File: src/phy_basic_control_defines.vh
/*
 * Constants for the basic control register of a 10/100 line transceiver:
 * register index, field positions, reset values and timing counts.
 * Assumes inclusion by bare name from plain Verilog design files.
 */
`ifndef PHY_BASIC_CONTROL_DEFINES_VH
`define PHY_BASIC_CONTROL_DEFINES_VH

// ---------------------------------------------------------------
// Register indices
// ---------------------------------------------------------------
`define CTRL_REG_IDX        5'h00
`define DSTAT_REG_IDX       5'h11

// ---------------------------------------------------------------
// Control and status register fields
// ---------------------------------------------------------------
`define CTRL_SW_RESET_BIT   15
`define CTRL_LOOPBACK_BIT   14
`define CTRL_RATE_BIT       13
`define CTRL_AN_EN_BIT      12
`define CTRL_LOW_POWER_BIT  11
`define CTRL_ISOLATE_BIT    10
`define CTRL_AN_RESTART_BIT 9
`define CTRL_DUPLEX_BIT     8
`define CTRL_COL_TEST_BIT   7
`define CTRL_RSVD_MASK      16'hff80
`define CTRL_RESET_VALUE    16'h3000
`define DSTAT_RATE_BIT      15
`define DSTAT_DUPLEX_BIT    14

// ---------------------------------------------------------------
// Timing
// ---------------------------------------------------------------
`define SW_RESET_CYCLES     8'h10
`define LOOP_LIMIT_BITS     512
`define LOOP_DELAY_CYCLES   4'h2

`endif

File: src/phy_basic_control_reg.v
/*
 * Basic control register of a 10/100 line transceiver, index zero of the
 * management register space, with strap override and the mode outputs it
 * steers (loopback, rate, duplex, isolate, low power, collision test).
 * Assumes a management frame engine on clk_i that issues one-cycle read
 * and write strobes with a register index and 16-bit data, an autoneg
 * engine that reports its outcome, and strap pins that are static.
 */
//
// Overview of operation
// - 16-bit control register at index zero
// - Bit 15 write starts software reset
// - Bit 15 reads one, accesses ignored meanwhile; reads refused, so the one is never seen
// - Loopback disables line, loops MAC data
// - Loopback receive valid within 512 bits
// - Collision test keeps collision detect in loopback
// - Hardware mode takes rate from strap
// - Hardware mode reports rate in index 17
// - Autoneg enabled ignores rate and duplex bits
// - Bit 13 selects 10 or 100 Mbps
// - Hardware mode takes autoneg from strap
// - Bit 12 enables autoneg in software mode
// - Low power disables functions, MAC outputs low
// - Low power tri-states line transmit outputs
// - Low power keeps registers, clears latched flags
// - Reset value 0x3000, isolate if address zero
// - Isolate floats MAC outputs, ignores inputs
// - Restart bit self-clears, ignored without autoneg; ignored in hardware mode even with strap autoneg on
// - Bit 8 selects duplex unless overridden
// - Reserved bits read as zero
`timescale 1ns/100ps
`default_nettype none
`include "phy_basic_control_defines.vh"

module phy_basic_control_reg #(
  parameter RESET_CYCLES = 16
) (
  input  wire        clk_i,
  input  wire        rst_b_i,
  // Management access
  input  wire        mgmt_wr_i,
  input  wire        mgmt_rd_i,
  input  wire [4:0]  mgmt_idx_i,
  input  wire [15:0] mgmt_wdata_i,
  output reg  [15:0] mgmt_rdata_o,
  output reg         mgmt_rvalid_o,
  // Straps and latched address
  input  wire        config_mode_strap_pin_i,
  input  wire        rate_strap_pin_i,
  input  wire        autoneg_strap_pin_i,
  input  wire        duplex_strap_pin_i,
  input  wire [4:0]  phy_addr_i,
  // Autoneg engine
  input  wire        an_rate_100_i,
  input  wire        an_full_duplex_i,
  input  wire        an_started_i,
  // MAC side
  input  wire        mac_tx_en_i,
  input  wire [3:0]  mac_txd_i,
  input  wire        line_rx_dv_i,
  input  wire [3:0]  line_rxd_i,
  input  wire        line_col_i,
  output reg         mac_rx_dv_o,
  output reg  [3:0]  mac_rxd_o,
  output reg         mac_col_o,
  output reg         mac_out_oe_b_o,
  // Mode outputs
  output reg         line_tx_en_o,
  output reg         line_rx_en_o,
  output reg         line_tx_tristate_o,
  output reg         col_det_en_o,
  output reg         rate_100_o,
  output reg         full_duplex_o,
  output reg         an_enable_o,
  output reg         an_restart_o,
  output reg         fsm_idle_o,
  output reg         latch_flags_clear_o
);

  // ---------------------------------------------------------------
  // Reset synchroniser and strap synchronisers
  // ---------------------------------------------------------------
  reg  [1:0] rst_sync_q;
  wire       rst_b;
  reg  [3:0] strap_s1_q;
  reg  [3:0] strap_s2_q;
  reg  [4:0] addr_s1_q;
  reg  [4:0] addr_s2_q;

  always @(posedge clk_i or negedge rst_b_i) begin
    if (!rst_b_i) begin
      rst_sync_q <= 2'h0;
    end else begin
      rst_sync_q <= {rst_sync_q[0], 1'b1};
    end
  end
  assign rst_b = rst_sync_q[1];

  // Runs through reset so the address is settled when INIT samples it
  always @(posedge clk_i) begin
    strap_s1_q <= {config_mode_strap_pin_i, rate_strap_pin_i,
                   autoneg_strap_pin_i, duplex_strap_pin_i};
    strap_s2_q <= strap_s1_q;
    addr_s1_q  <= phy_addr_i;
    addr_s2_q  <= addr_s1_q;
  end

  wire sw_mode    = strap_s2_q[3];
  wire strap_rate = strap_s2_q[2];
  wire strap_an   = strap_s2_q[1];
  wire strap_dpx  = strap_s2_q[0];

  // ---------------------------------------------------------------
  // Control register
  // ---------------------------------------------------------------
  localparam [2:0] ST_INIT  = 3'h1;
  localparam [2:0] ST_RUN   = 3'h2;
  localparam [2:0] ST_SWRST = 3'h4;

  reg  [2:0]  state_q;
  reg  [15:0] ctrl_q;
  reg  [7:0]  rst_cnt_q;
  reg  [15:0] ctrl_d;
  wire [15:0] ctrl_default;
  wire        wr_ctrl;
  wire        an_en_eff;

  // Isolate default follows the latched address
  assign ctrl_default = `CTRL_RESET_VALUE |
    {5'h00, (addr_s2_q == 5'h00), 10'h000};
  assign wr_ctrl = mgmt_wr_i && (state_q == ST_RUN) &&
                   (mgmt_idx_i == `CTRL_REG_IDX);
  assign an_en_eff = sw_mode ? ctrl_q[`CTRL_AN_EN_BIT] : strap_an;

  always @* begin
    ctrl_d = ctrl_q;
    if (wr_ctrl) begin
      ctrl_d = mgmt_wdata_i & `CTRL_RSVD_MASK;
      if (!(sw_mode && mgmt_wdata_i[`CTRL_AN_EN_BIT])) begin
        ctrl_d[`CTRL_AN_RESTART_BIT] = 1'b0;
      end
    end else if (an_started_i) begin
      ctrl_d[`CTRL_AN_RESTART_BIT] = 1'b0;
    end
  end

  always @(posedge clk_i or negedge rst_b) begin
    if (!rst_b) begin
      state_q   <= ST_INIT;
      ctrl_q    <= `CTRL_RESET_VALUE;
      rst_cnt_q <= 8'h00;
    end else begin
      case (state_q)
        ST_INIT: begin
          ctrl_q  <= ctrl_default;
          state_q <= ST_RUN;
        end
        ST_RUN: begin
          if (wr_ctrl && mgmt_wdata_i[`CTRL_SW_RESET_BIT]) begin
            ctrl_q    <= ctrl_default | 16'h8000;
            rst_cnt_q <= RESET_CYCLES[7:0];
            state_q   <= ST_SWRST;
          end else begin
            ctrl_q <= ctrl_d;
          end
        end
        ST_SWRST: begin
          if (rst_cnt_q == 8'h00) begin
            ctrl_q  <= ctrl_default;
            state_q <= ST_RUN;
          end else begin
            rst_cnt_q <= rst_cnt_q - 8'h01;
          end
        end
        default: begin
          state_q <= ST_INIT;
        end
      endcase
    end
  end

  // ---------------------------------------------------------------
  // Register reads
  // ---------------------------------------------------------------
  wire rd_ok = mgmt_rd_i && (state_q != ST_SWRST);
  wire rate_eff;
  wire dpx_eff;

  always @(posedge clk_i or negedge rst_b) begin
    if (!rst_b) begin
      mgmt_rdata_o  <= 16'h0000;
      mgmt_rvalid_o <= 1'b0;
    end else begin
      mgmt_rvalid_o <= rd_ok;
      if (rd_ok && mgmt_idx_i == `CTRL_REG_IDX) begin
        mgmt_rdata_o <= ctrl_q & `CTRL_RSVD_MASK;
      end else if (rd_ok && mgmt_idx_i == `DSTAT_REG_IDX) begin
        mgmt_rdata_o <= {rate_eff, dpx_eff, 14'h0000};
      end else if (rd_ok) begin
        mgmt_rdata_o <= 16'h0000;
      end
    end
  end

  // ---------------------------------------------------------------
  // Mode resolution
  // ---------------------------------------------------------------
  wire loop_on  = ctrl_q[`CTRL_LOOPBACK_BIT];
  wire low_pwr  = ctrl_q[`CTRL_LOW_POWER_BIT];
  wire isolate  = ctrl_q[`CTRL_ISOLATE_BIT];
  wire col_test = ctrl_q[`CTRL_COL_TEST_BIT];

  wire an_rate_100 = an_rate_100_i;

  assign rate_eff = !sw_mode ? strap_rate :
                    an_en_eff ? an_rate_100 :
                    ctrl_q[`CTRL_RATE_BIT];
  assign dpx_eff = loop_on ? 1'b0 :
                   !sw_mode ? strap_dpx :
                   an_en_eff ? an_full_duplex_i :
                   ctrl_q[`CTRL_DUPLEX_BIT];

  // ---------------------------------------------------------------
  // MAC side and line controls
  // ---------------------------------------------------------------
  reg  [3:0] loop_dly_q;
  wire       mac_tx_en = mac_tx_en_i && !isolate;
  wire       active    = !low_pwr && (state_q == ST_RUN);
  wire       sel_dv    = loop_on ? loop_dly_q[0] : line_rx_dv_i;

  always @(posedge clk_i or negedge rst_b) begin
    if (!rst_b) begin
      loop_dly_q          <= 4'h0;
      mac_rx_dv_o         <= 1'b0;
      mac_rxd_o           <= 4'h0;
      mac_col_o           <= 1'b0;
      mac_out_oe_b_o      <= 1'b1;
      line_tx_en_o        <= 1'b0;
      line_rx_en_o        <= 1'b0;
      line_tx_tristate_o  <= 1'b1;
      col_det_en_o        <= 1'b0;
      rate_100_o          <= 1'b1;
      full_duplex_o       <= 1'b0;
      an_enable_o         <= 1'b0;
      an_restart_o        <= 1'b0;
      fsm_idle_o          <= 1'b1;
      latch_flags_clear_o <= 1'b0;
    end else begin
      loop_dly_q <= {mac_tx_en && loop_on, loop_dly_q[3:1]};
      if (!active) begin
        mac_rx_dv_o <= 1'b0;
        mac_rxd_o   <= 4'h0;
        mac_col_o   <= 1'b0;
      end else begin
        mac_rx_dv_o <= sel_dv;
        mac_rxd_o   <= loop_on ? mac_txd_i : line_rxd_i;
        mac_col_o   <= col_test ? mac_tx_en :
                       (!loop_on && line_col_i);
      end
      mac_out_oe_b_o     <= isolate;
      line_tx_en_o       <= active && !loop_on;
      line_rx_en_o       <= active && !loop_on;
      line_tx_tristate_o <= !active;
      col_det_en_o       <= active && (!loop_on || col_test);
      rate_100_o         <= rate_eff;
      full_duplex_o      <= dpx_eff;
      an_enable_o        <= active && an_en_eff;
      an_restart_o       <= wr_ctrl && sw_mode && active &&
                            mgmt_wdata_i[`CTRL_AN_EN_BIT] &&
                            mgmt_wdata_i[`CTRL_AN_RESTART_BIT];
      fsm_idle_o         <= (state_q != ST_RUN);
      latch_flags_clear_o <= wr_ctrl &&
                             mgmt_wdata_i[`CTRL_LOW_POWER_BIT] &&
                             !low_pwr;
    end
  end

endmodule // phy_basic_control_reg
`default_nettype wire

File: config.mk
export PLATFORM = sky130hd
export DESIGN_NAME = phy_basic_control_reg
export DESIGN_NICKNAME = d
export VERILOG_FILES = /design/src/phy_basic_control_reg.v
export VERILOG_INCLUDE_DIRS = /design/src
export SDC_FILE = /design/constraint.sdc
export NUM_CORES = 1
export LEC_CHECK = 0
export ABC_AREA = 1
export BUFFER_PORTS_ARGS = -buffer_cell sky130_fd_sc_hd__buf_2
export CAP_MARGIN = 40
export CORE_AREA = 2 2 77 79
export CTS_CLUSTER_SIZE = 40
export DETAILED_ROUTE_END_ITERATION = 8
export DIE_AREA = 0 0 79 81
export GPL_TIMING_DRIVEN = 0
export PLACE_DENSITY = 0.76
export SYNTH_ARGS = -nofsm -noshare
export SYNTH_HDL_FRONTEND = slang
export SYNTH_SLANG_ARGS = --single-unit
File: constraint.sdc
create_clock -name clk_i -period 3.2 [get_ports clk_i]
set_input_delay 0.16 -clock clk_i [delete_from_list [all_inputs] [get_ports clk_i]]
set_output_delay 0.16 -clock clk_i [all_outputs]
set_load 0.05 [all_outputs]
# [Word level (Yosys, flattened, before mapping)]
# Index checks and enable logic that the tools add are counted.
[op_classes] shifts=0 div=0 n_mul=0 eq_ne=11 magnitude_cmp=0 n_reduce_logical=35 n_bitwise=0 n_addsub=1 mux=29
[ops] cell="16-bit 2-to-1 mux" count=5
[ops] cell="16-bit one-hot mux with 3 select lines" count=1
[ops] cell="1-bit logical AND" count=20
[ops] cell="8-bit 2-to-1 mux" count=2
[ops] cell="8-bit one-hot mux with 2 select lines" count=1
[ops] cell="1-bit 2-to-1 mux" count=13
[ops] cell="5-bit logical NOT" count=2
[ops] cell="9-bit 2-to-1 mux" count=1
[ops] cell="3-bit one-hot mux with 3 select lines" count=1
[ops] cell="3-bit AND reduction" count=3
[ops] cell="8-bit logical NOT" count=1
[ops] cell="4-bit 2-to-1 mux" count=2
[ops] cell="8-bit by 1-bit subtractor with 8-bit output, second input constant" count=1
[ops] cell="3-bit 2-to-1 mux" count=2
[ops] cell="6-bit 2-to-1 mux" count=1
[ops] cell="2-bit != test, second input constant" count=3
[ops] cell="3-bit != test, second input constant" count=2
[ops] cell="3-bit nonzero test" count=2
[ops] cell="5-bit equality test, second input constant" count=1
[ops] cell="1-bit logical NOT" count=4
[ops] cell="4-bit != test, second input constant" count=1
[ops] cell="3-bit by 1-bit equality test with 1-bit output, second input constant" count=1
[ops] cell="3-bit by 2-bit equality test with 1-bit output, second input constant" count=1
[ops] cell="3-bit equality test, second input constant" count=1
[ops] cell="other kinds (4)" count=4
[totals] latch_bits=0 mem_count=0 input_bits=48 ramBits=0 rom_bits=0 word_cells=101 reg_bits=84 out_inout_bits=34

# [Logic depth before layout (Yosys ltp)]
[logic_depth] word_depth=7 depth_mapped=8 mapped_depth_nobuf=8

# [Worst setup path after synthesis]
# Ideal clock, no wire load.
[synth_path] path_kind="register to register" from="register rst_cnt_q[0]" to="register ctrl_q[14]" path_stages_with_launch=9 path_buffers=1 arrival_time_ps=1316 synth_period_minus_slack_ps=1434 setup_time_ps=118 t_required_ps=3082 slack_ps=1766 path_cell_list="dfrtp_1 -> inv_1 -> ha_1 -> nand3_1 -> o21ai_4 -> nand3_2 -> buf_6 -> nand2_1 -> o21ai_2"
[synth_via] elab_chain_len=3
[synth_rtl] item="from (decl)" line="phy_basic_control_reg.v:122" text="reg [7:0] rst_cnt_q;"
[synth_rtl] item="from (signal assigned)" line="phy_basic_control_reg.v:161" text="rst_cnt_q <= RESET_CYCLES[7:0];"
[synth_rtl] item="from (signal assigned)" line="phy_basic_control_reg.v:172" text="rst_cnt_q <= rst_cnt_q - 8'h01;"
[synth_rtl] item="8-bit logical NOT" line="phy_basic_control_reg.v:168" text="if (rst_cnt_q == 8'h00) begin"
[synth_rtl] item="2-bit != test (no line)"
[synth_rtl] item="3-bit AND reduction (no line)"
[synth_rtl] item="to (signal assigned)" line="phy_basic_control_reg.v:160" text="ctrl_q <= ctrl_default | 16'h8000;"
[synth_rtl] item="to (signal assigned)" line="phy_basic_control_reg.v:164" text="ctrl_q <= ctrl_d;"
[synth_rtl] item="to (signal assigned)" line="phy_basic_control_reg.v:169" text="ctrl_q <= ctrl_default;"
[synth_rtl] item="to (decl)" line="phy_basic_control_reg.v:121" text="reg [15:0] ctrl_q;"
# Every way passes these cells.
# A chain may end at the register's enable or synchronous reset.

# [Worst setup path in the final report]
# Ends and elaborated chain as after synthesis.

==> summary.txt <==
Floorplan
  – CORE AREA: 5680 um2
  – Initial Util: 47.9%
  – Die ar.: 6400 um2
  – I/O pin cnt: 82
  – Die Y: 81 um
  – Std-Cell Rows: 28
  – Die width: 79 um

Worst setup path
  – CP cell instances: inv_1 > ha_1 > nand3_1 > o21ai_4 > nand3_2 > buf_6 > nand2_1 > o21ai_2
  – Slowest-stage cell, CP: dfrtp_1
  – CP endpoint kind: register
  – Critical Path AT: 1.86 ns
  – Crit Path Class: reg2reg
  – CP max stage delay: 0.36 ns
  – CP startpoint kind: register
  – CP required: 3.44 ns
  – CP max FO: 10

Synth
  – Register area share after synthesis: 61.4%
  – Yosys reg bits: 70
  – Syn Area/Cell: 9.75 um2
  – Yosys top cell area share: 41.4%
  – Cells after synthesis: 279
  – Synth top area cells: dfrtp_1 (41%), dfxtp_1 (13%), nand2_1 (9.0%)
  – Area leader, netlist: dfrtp_1
  – Mapped cell area: 2720 um2
  – Warnings from Yosys: 0
  – Post-synth cell types: 34

Routing
  – Vias: 2,087
  – Total detailed-routing wirelength: 5410 um
  – Initial DRC Count: 157
  – Via density: 4.60
  – # DRC: 0
  – First-pass DRT Iterations: 4
  – Antenna viol nets, final: 0
  – WL per Instance: 11.9 um

Outcome
  – Status: finished clean

Timing
  – Max Clock Skew: 0.0109 ns
  – Endpoints failing setup: 0
  – Max Fclk: 616 MHz
  – Endpoints failing hold: 0
  – Smallest hold slack: 0.0498 ns
  – Setup_tns: 0 ns
  – Final Cycle Share: 50.8%
  – Period minus WS final: 1.62 ns
  – Setup repair after global routing missed its margin: no
  – Final Max Slew Viols: 0

Job
  – Max-Cap Viols: 0

Power
  – Sw frac: 36.0%
  – VDD IR-drop max: 501 uV
  – Sequential fraction of design power: 40.3%
  – Clock Power Share: 28.5%
  – PD cells: 795 nW/um2
  – Internal power: 1.79 mW
  – Lkg Pwr: 1.82 nW
  – Switching power total: 1.01 mW
  – Combinational share of power: 31.2%

Placed design
  – Post-detail-place hpwl: 3880 um
  – IO buf count: 67
  – GP Congestion: 0.783

Worst hold path
  – Hold crit path type: in2reg

Clock tree
  – Htree depth: 3
  – Clk sink count: 70
  – CTS tree: yes
  – Clk root buf: clkbuf_8
  – Clk pin slew, worst setup/hold paths: 0.08 ns
  – Post-CTS Resized: 0
  – Worst-skew pair later-pin latency: 0.34 ns
  – CTS buffer count: 9
  – Longest Clk Path Bufs: 2

Global route
  – Vias in the first global route: 2,025
  – Aggregate global routing overflow: 0
  – Pin count of the biggest net entering global routing: 40
  – Antenna violations before repair: 0
  – First-pass GRT wire length: 8800 um
  – Overall global routing resource usage: 18.3%

Final layout
  – Area Overhead vs Synth: 29.4%
  – Diodes inserted: 0
  – Final net count: 424
  – Fraction of layout cells with a size suffix above 1: 31.4%
## final timing paths
path,from,endpoint,slack [ns],cells after the start
max in group asynchronous,rst_sync_q[1],fsm_idle_o,2.45,1
min in group asynchronous,rst_b_i,rst_sync_q[0],0.11,2
setup / recovery,rst_cnt_q[0],ctrl_q[14],1.58,8
setup reg to reg,rst_cnt_q[0],ctrl_q[14],1.58,8
hold / removal,line_rxd_i[1],mac_rxd_o[1],0.05,3
hold reg to reg,rst_sync_q[1],col_det_en_o,0.17,0
## final cells by class
cell class              instances  area [um2]
plain buffers                  13        96.3
clock buffers                  13         159
clock inverters                 3        68.8
fillers                       481        2150
inverters                      32         120
multi-input cells             170         857
flip-flops and latches         70        1670
well taps                      75        93.8
repair buffers                 78         455
## per-stage QoR
stage | cell area, um2 | total power, mW | cells | utilization [%] | worst slack (ns)
global placement | 3170 | 1.98 | 427 | 55.9 | 1.12
floorplan | 2740 | 1.81 | 285 | - | 1.66
finish | 3520 | 2.80 | 454 | 62.1 | 1.58
CTS | 3520 | 2.82 | 454 | 62.1 | 1.55
global route | 3520 | 2.95 | 454 | 62.1 | 1.41
detailed placement | 3190 | 2.01 | 428 | 56.3 | 1.59
## logic make-up after synthesis
logic type,Yosys count,synth area share [%]
adder cells (fa/ha/maj),2,0.919
other,2,0.276
flip-flops,70,61.4
AO/OA/AOI/OAI,36,8.28
AND/OR/NAND/NOR,120,19.9
buffers and inverters,45,7.95
XOR/XNOR,4,1.29
## flip-flops by register name (all words and copies together) (netlist names), 3 cells and up
signal / count
mac_rxd_o: 4
loop_dly_q: 4
rst_cnt_q: 8
addr_s2_q: 5
strap_s1_q: 4
addr_s1_q: 5
ctrl_q: 9
strap_s2_q: 4
mgmt_rdata_o: 9
state_q: 3
## what timing repair did
| item | CTS | global route |
|---|---|---|
| endpoints found under the setup margin | 0 | 0 |
| setup buffers | 0 | 0 |
| hold endpoints to repair | 11 | 0 |
| hold buffers | 10 | 0 |
## layer usage
metal | vias to the layer above | routed length (um) | track usage, %
met2 | 57 | 2690 | 30.8
met4 | 0 | 146 | 10.7
met3 | 11 | 227 | 4.78
li1 | 1063 | - | -
met1 | 956 | 2350 | 21.2
met5 | - | 0 | 0
## placed cells by master (no fill, tap or decap), drive strengths merged, types with 4 or more instances in the layout
master / n
dfrtp: 45
clkbuf: 14
dlygate4sd3: 10
xor2: 4
dfxtp: 18
buf: 80
nand2: 66
a21oi: 9
inv: 32
nand3: 24
o21ai: 22
dfstp: 7
conb: 8
nor2: 23
## cells in the mapped netlist, drive strengths merged
| cell type | count |
|---|---|
| nor4 | 1 |
| inv | 32 |
| nand4 | 2 |
| buf | 12 |
| a21oi | 9 |
| dfrtp | 45 |
| xor2 | 4 |
| clkbuf | 1 |
| or2 | 1 |
| o21ai | 22 |
| ha | 2 |
| nor3 | 2 |
| dfxtp | 18 |
| conb | 2 |
| nand3b | 1 |
| o22ai | 1 |
| nor2 | 23 |
| dfstp | 7 |
| nand2 | 66 |
| nand3 | 24 |
| a211oi | 1 |
| o21bai | 1 |
| a22o | 2 |
## critical path: cells and delay by family, from the launching register on
kind                     cells  cell delay [ns]
buffers and inverters        2             0.32
adder cells (fa/ha/maj)      1             0.18
flip-flops                   1             0.36
AND/OR/NAND/NOR              3             0.34
AO/OA/AOI/OAI                2             0.32
## power groups by stage
| stage | registers [mW] | logic (mW) | clock network [mW] |
|---|---|---|---|
| after floorplan | 1.36 | 0.442 | 0 |
| after global placement | 1.15 | 0.834 | 0 |
| after detailed placement | 1.15 | 0.866 | 0 |
| after CTS | 1.13 | 0.882 | 0.810 |
| after global routing | 1.14 | 0.953 | 0.852 |
| final | 1.13 | 0.874 | 0.797 |
(Power assumes the default switching activity.)
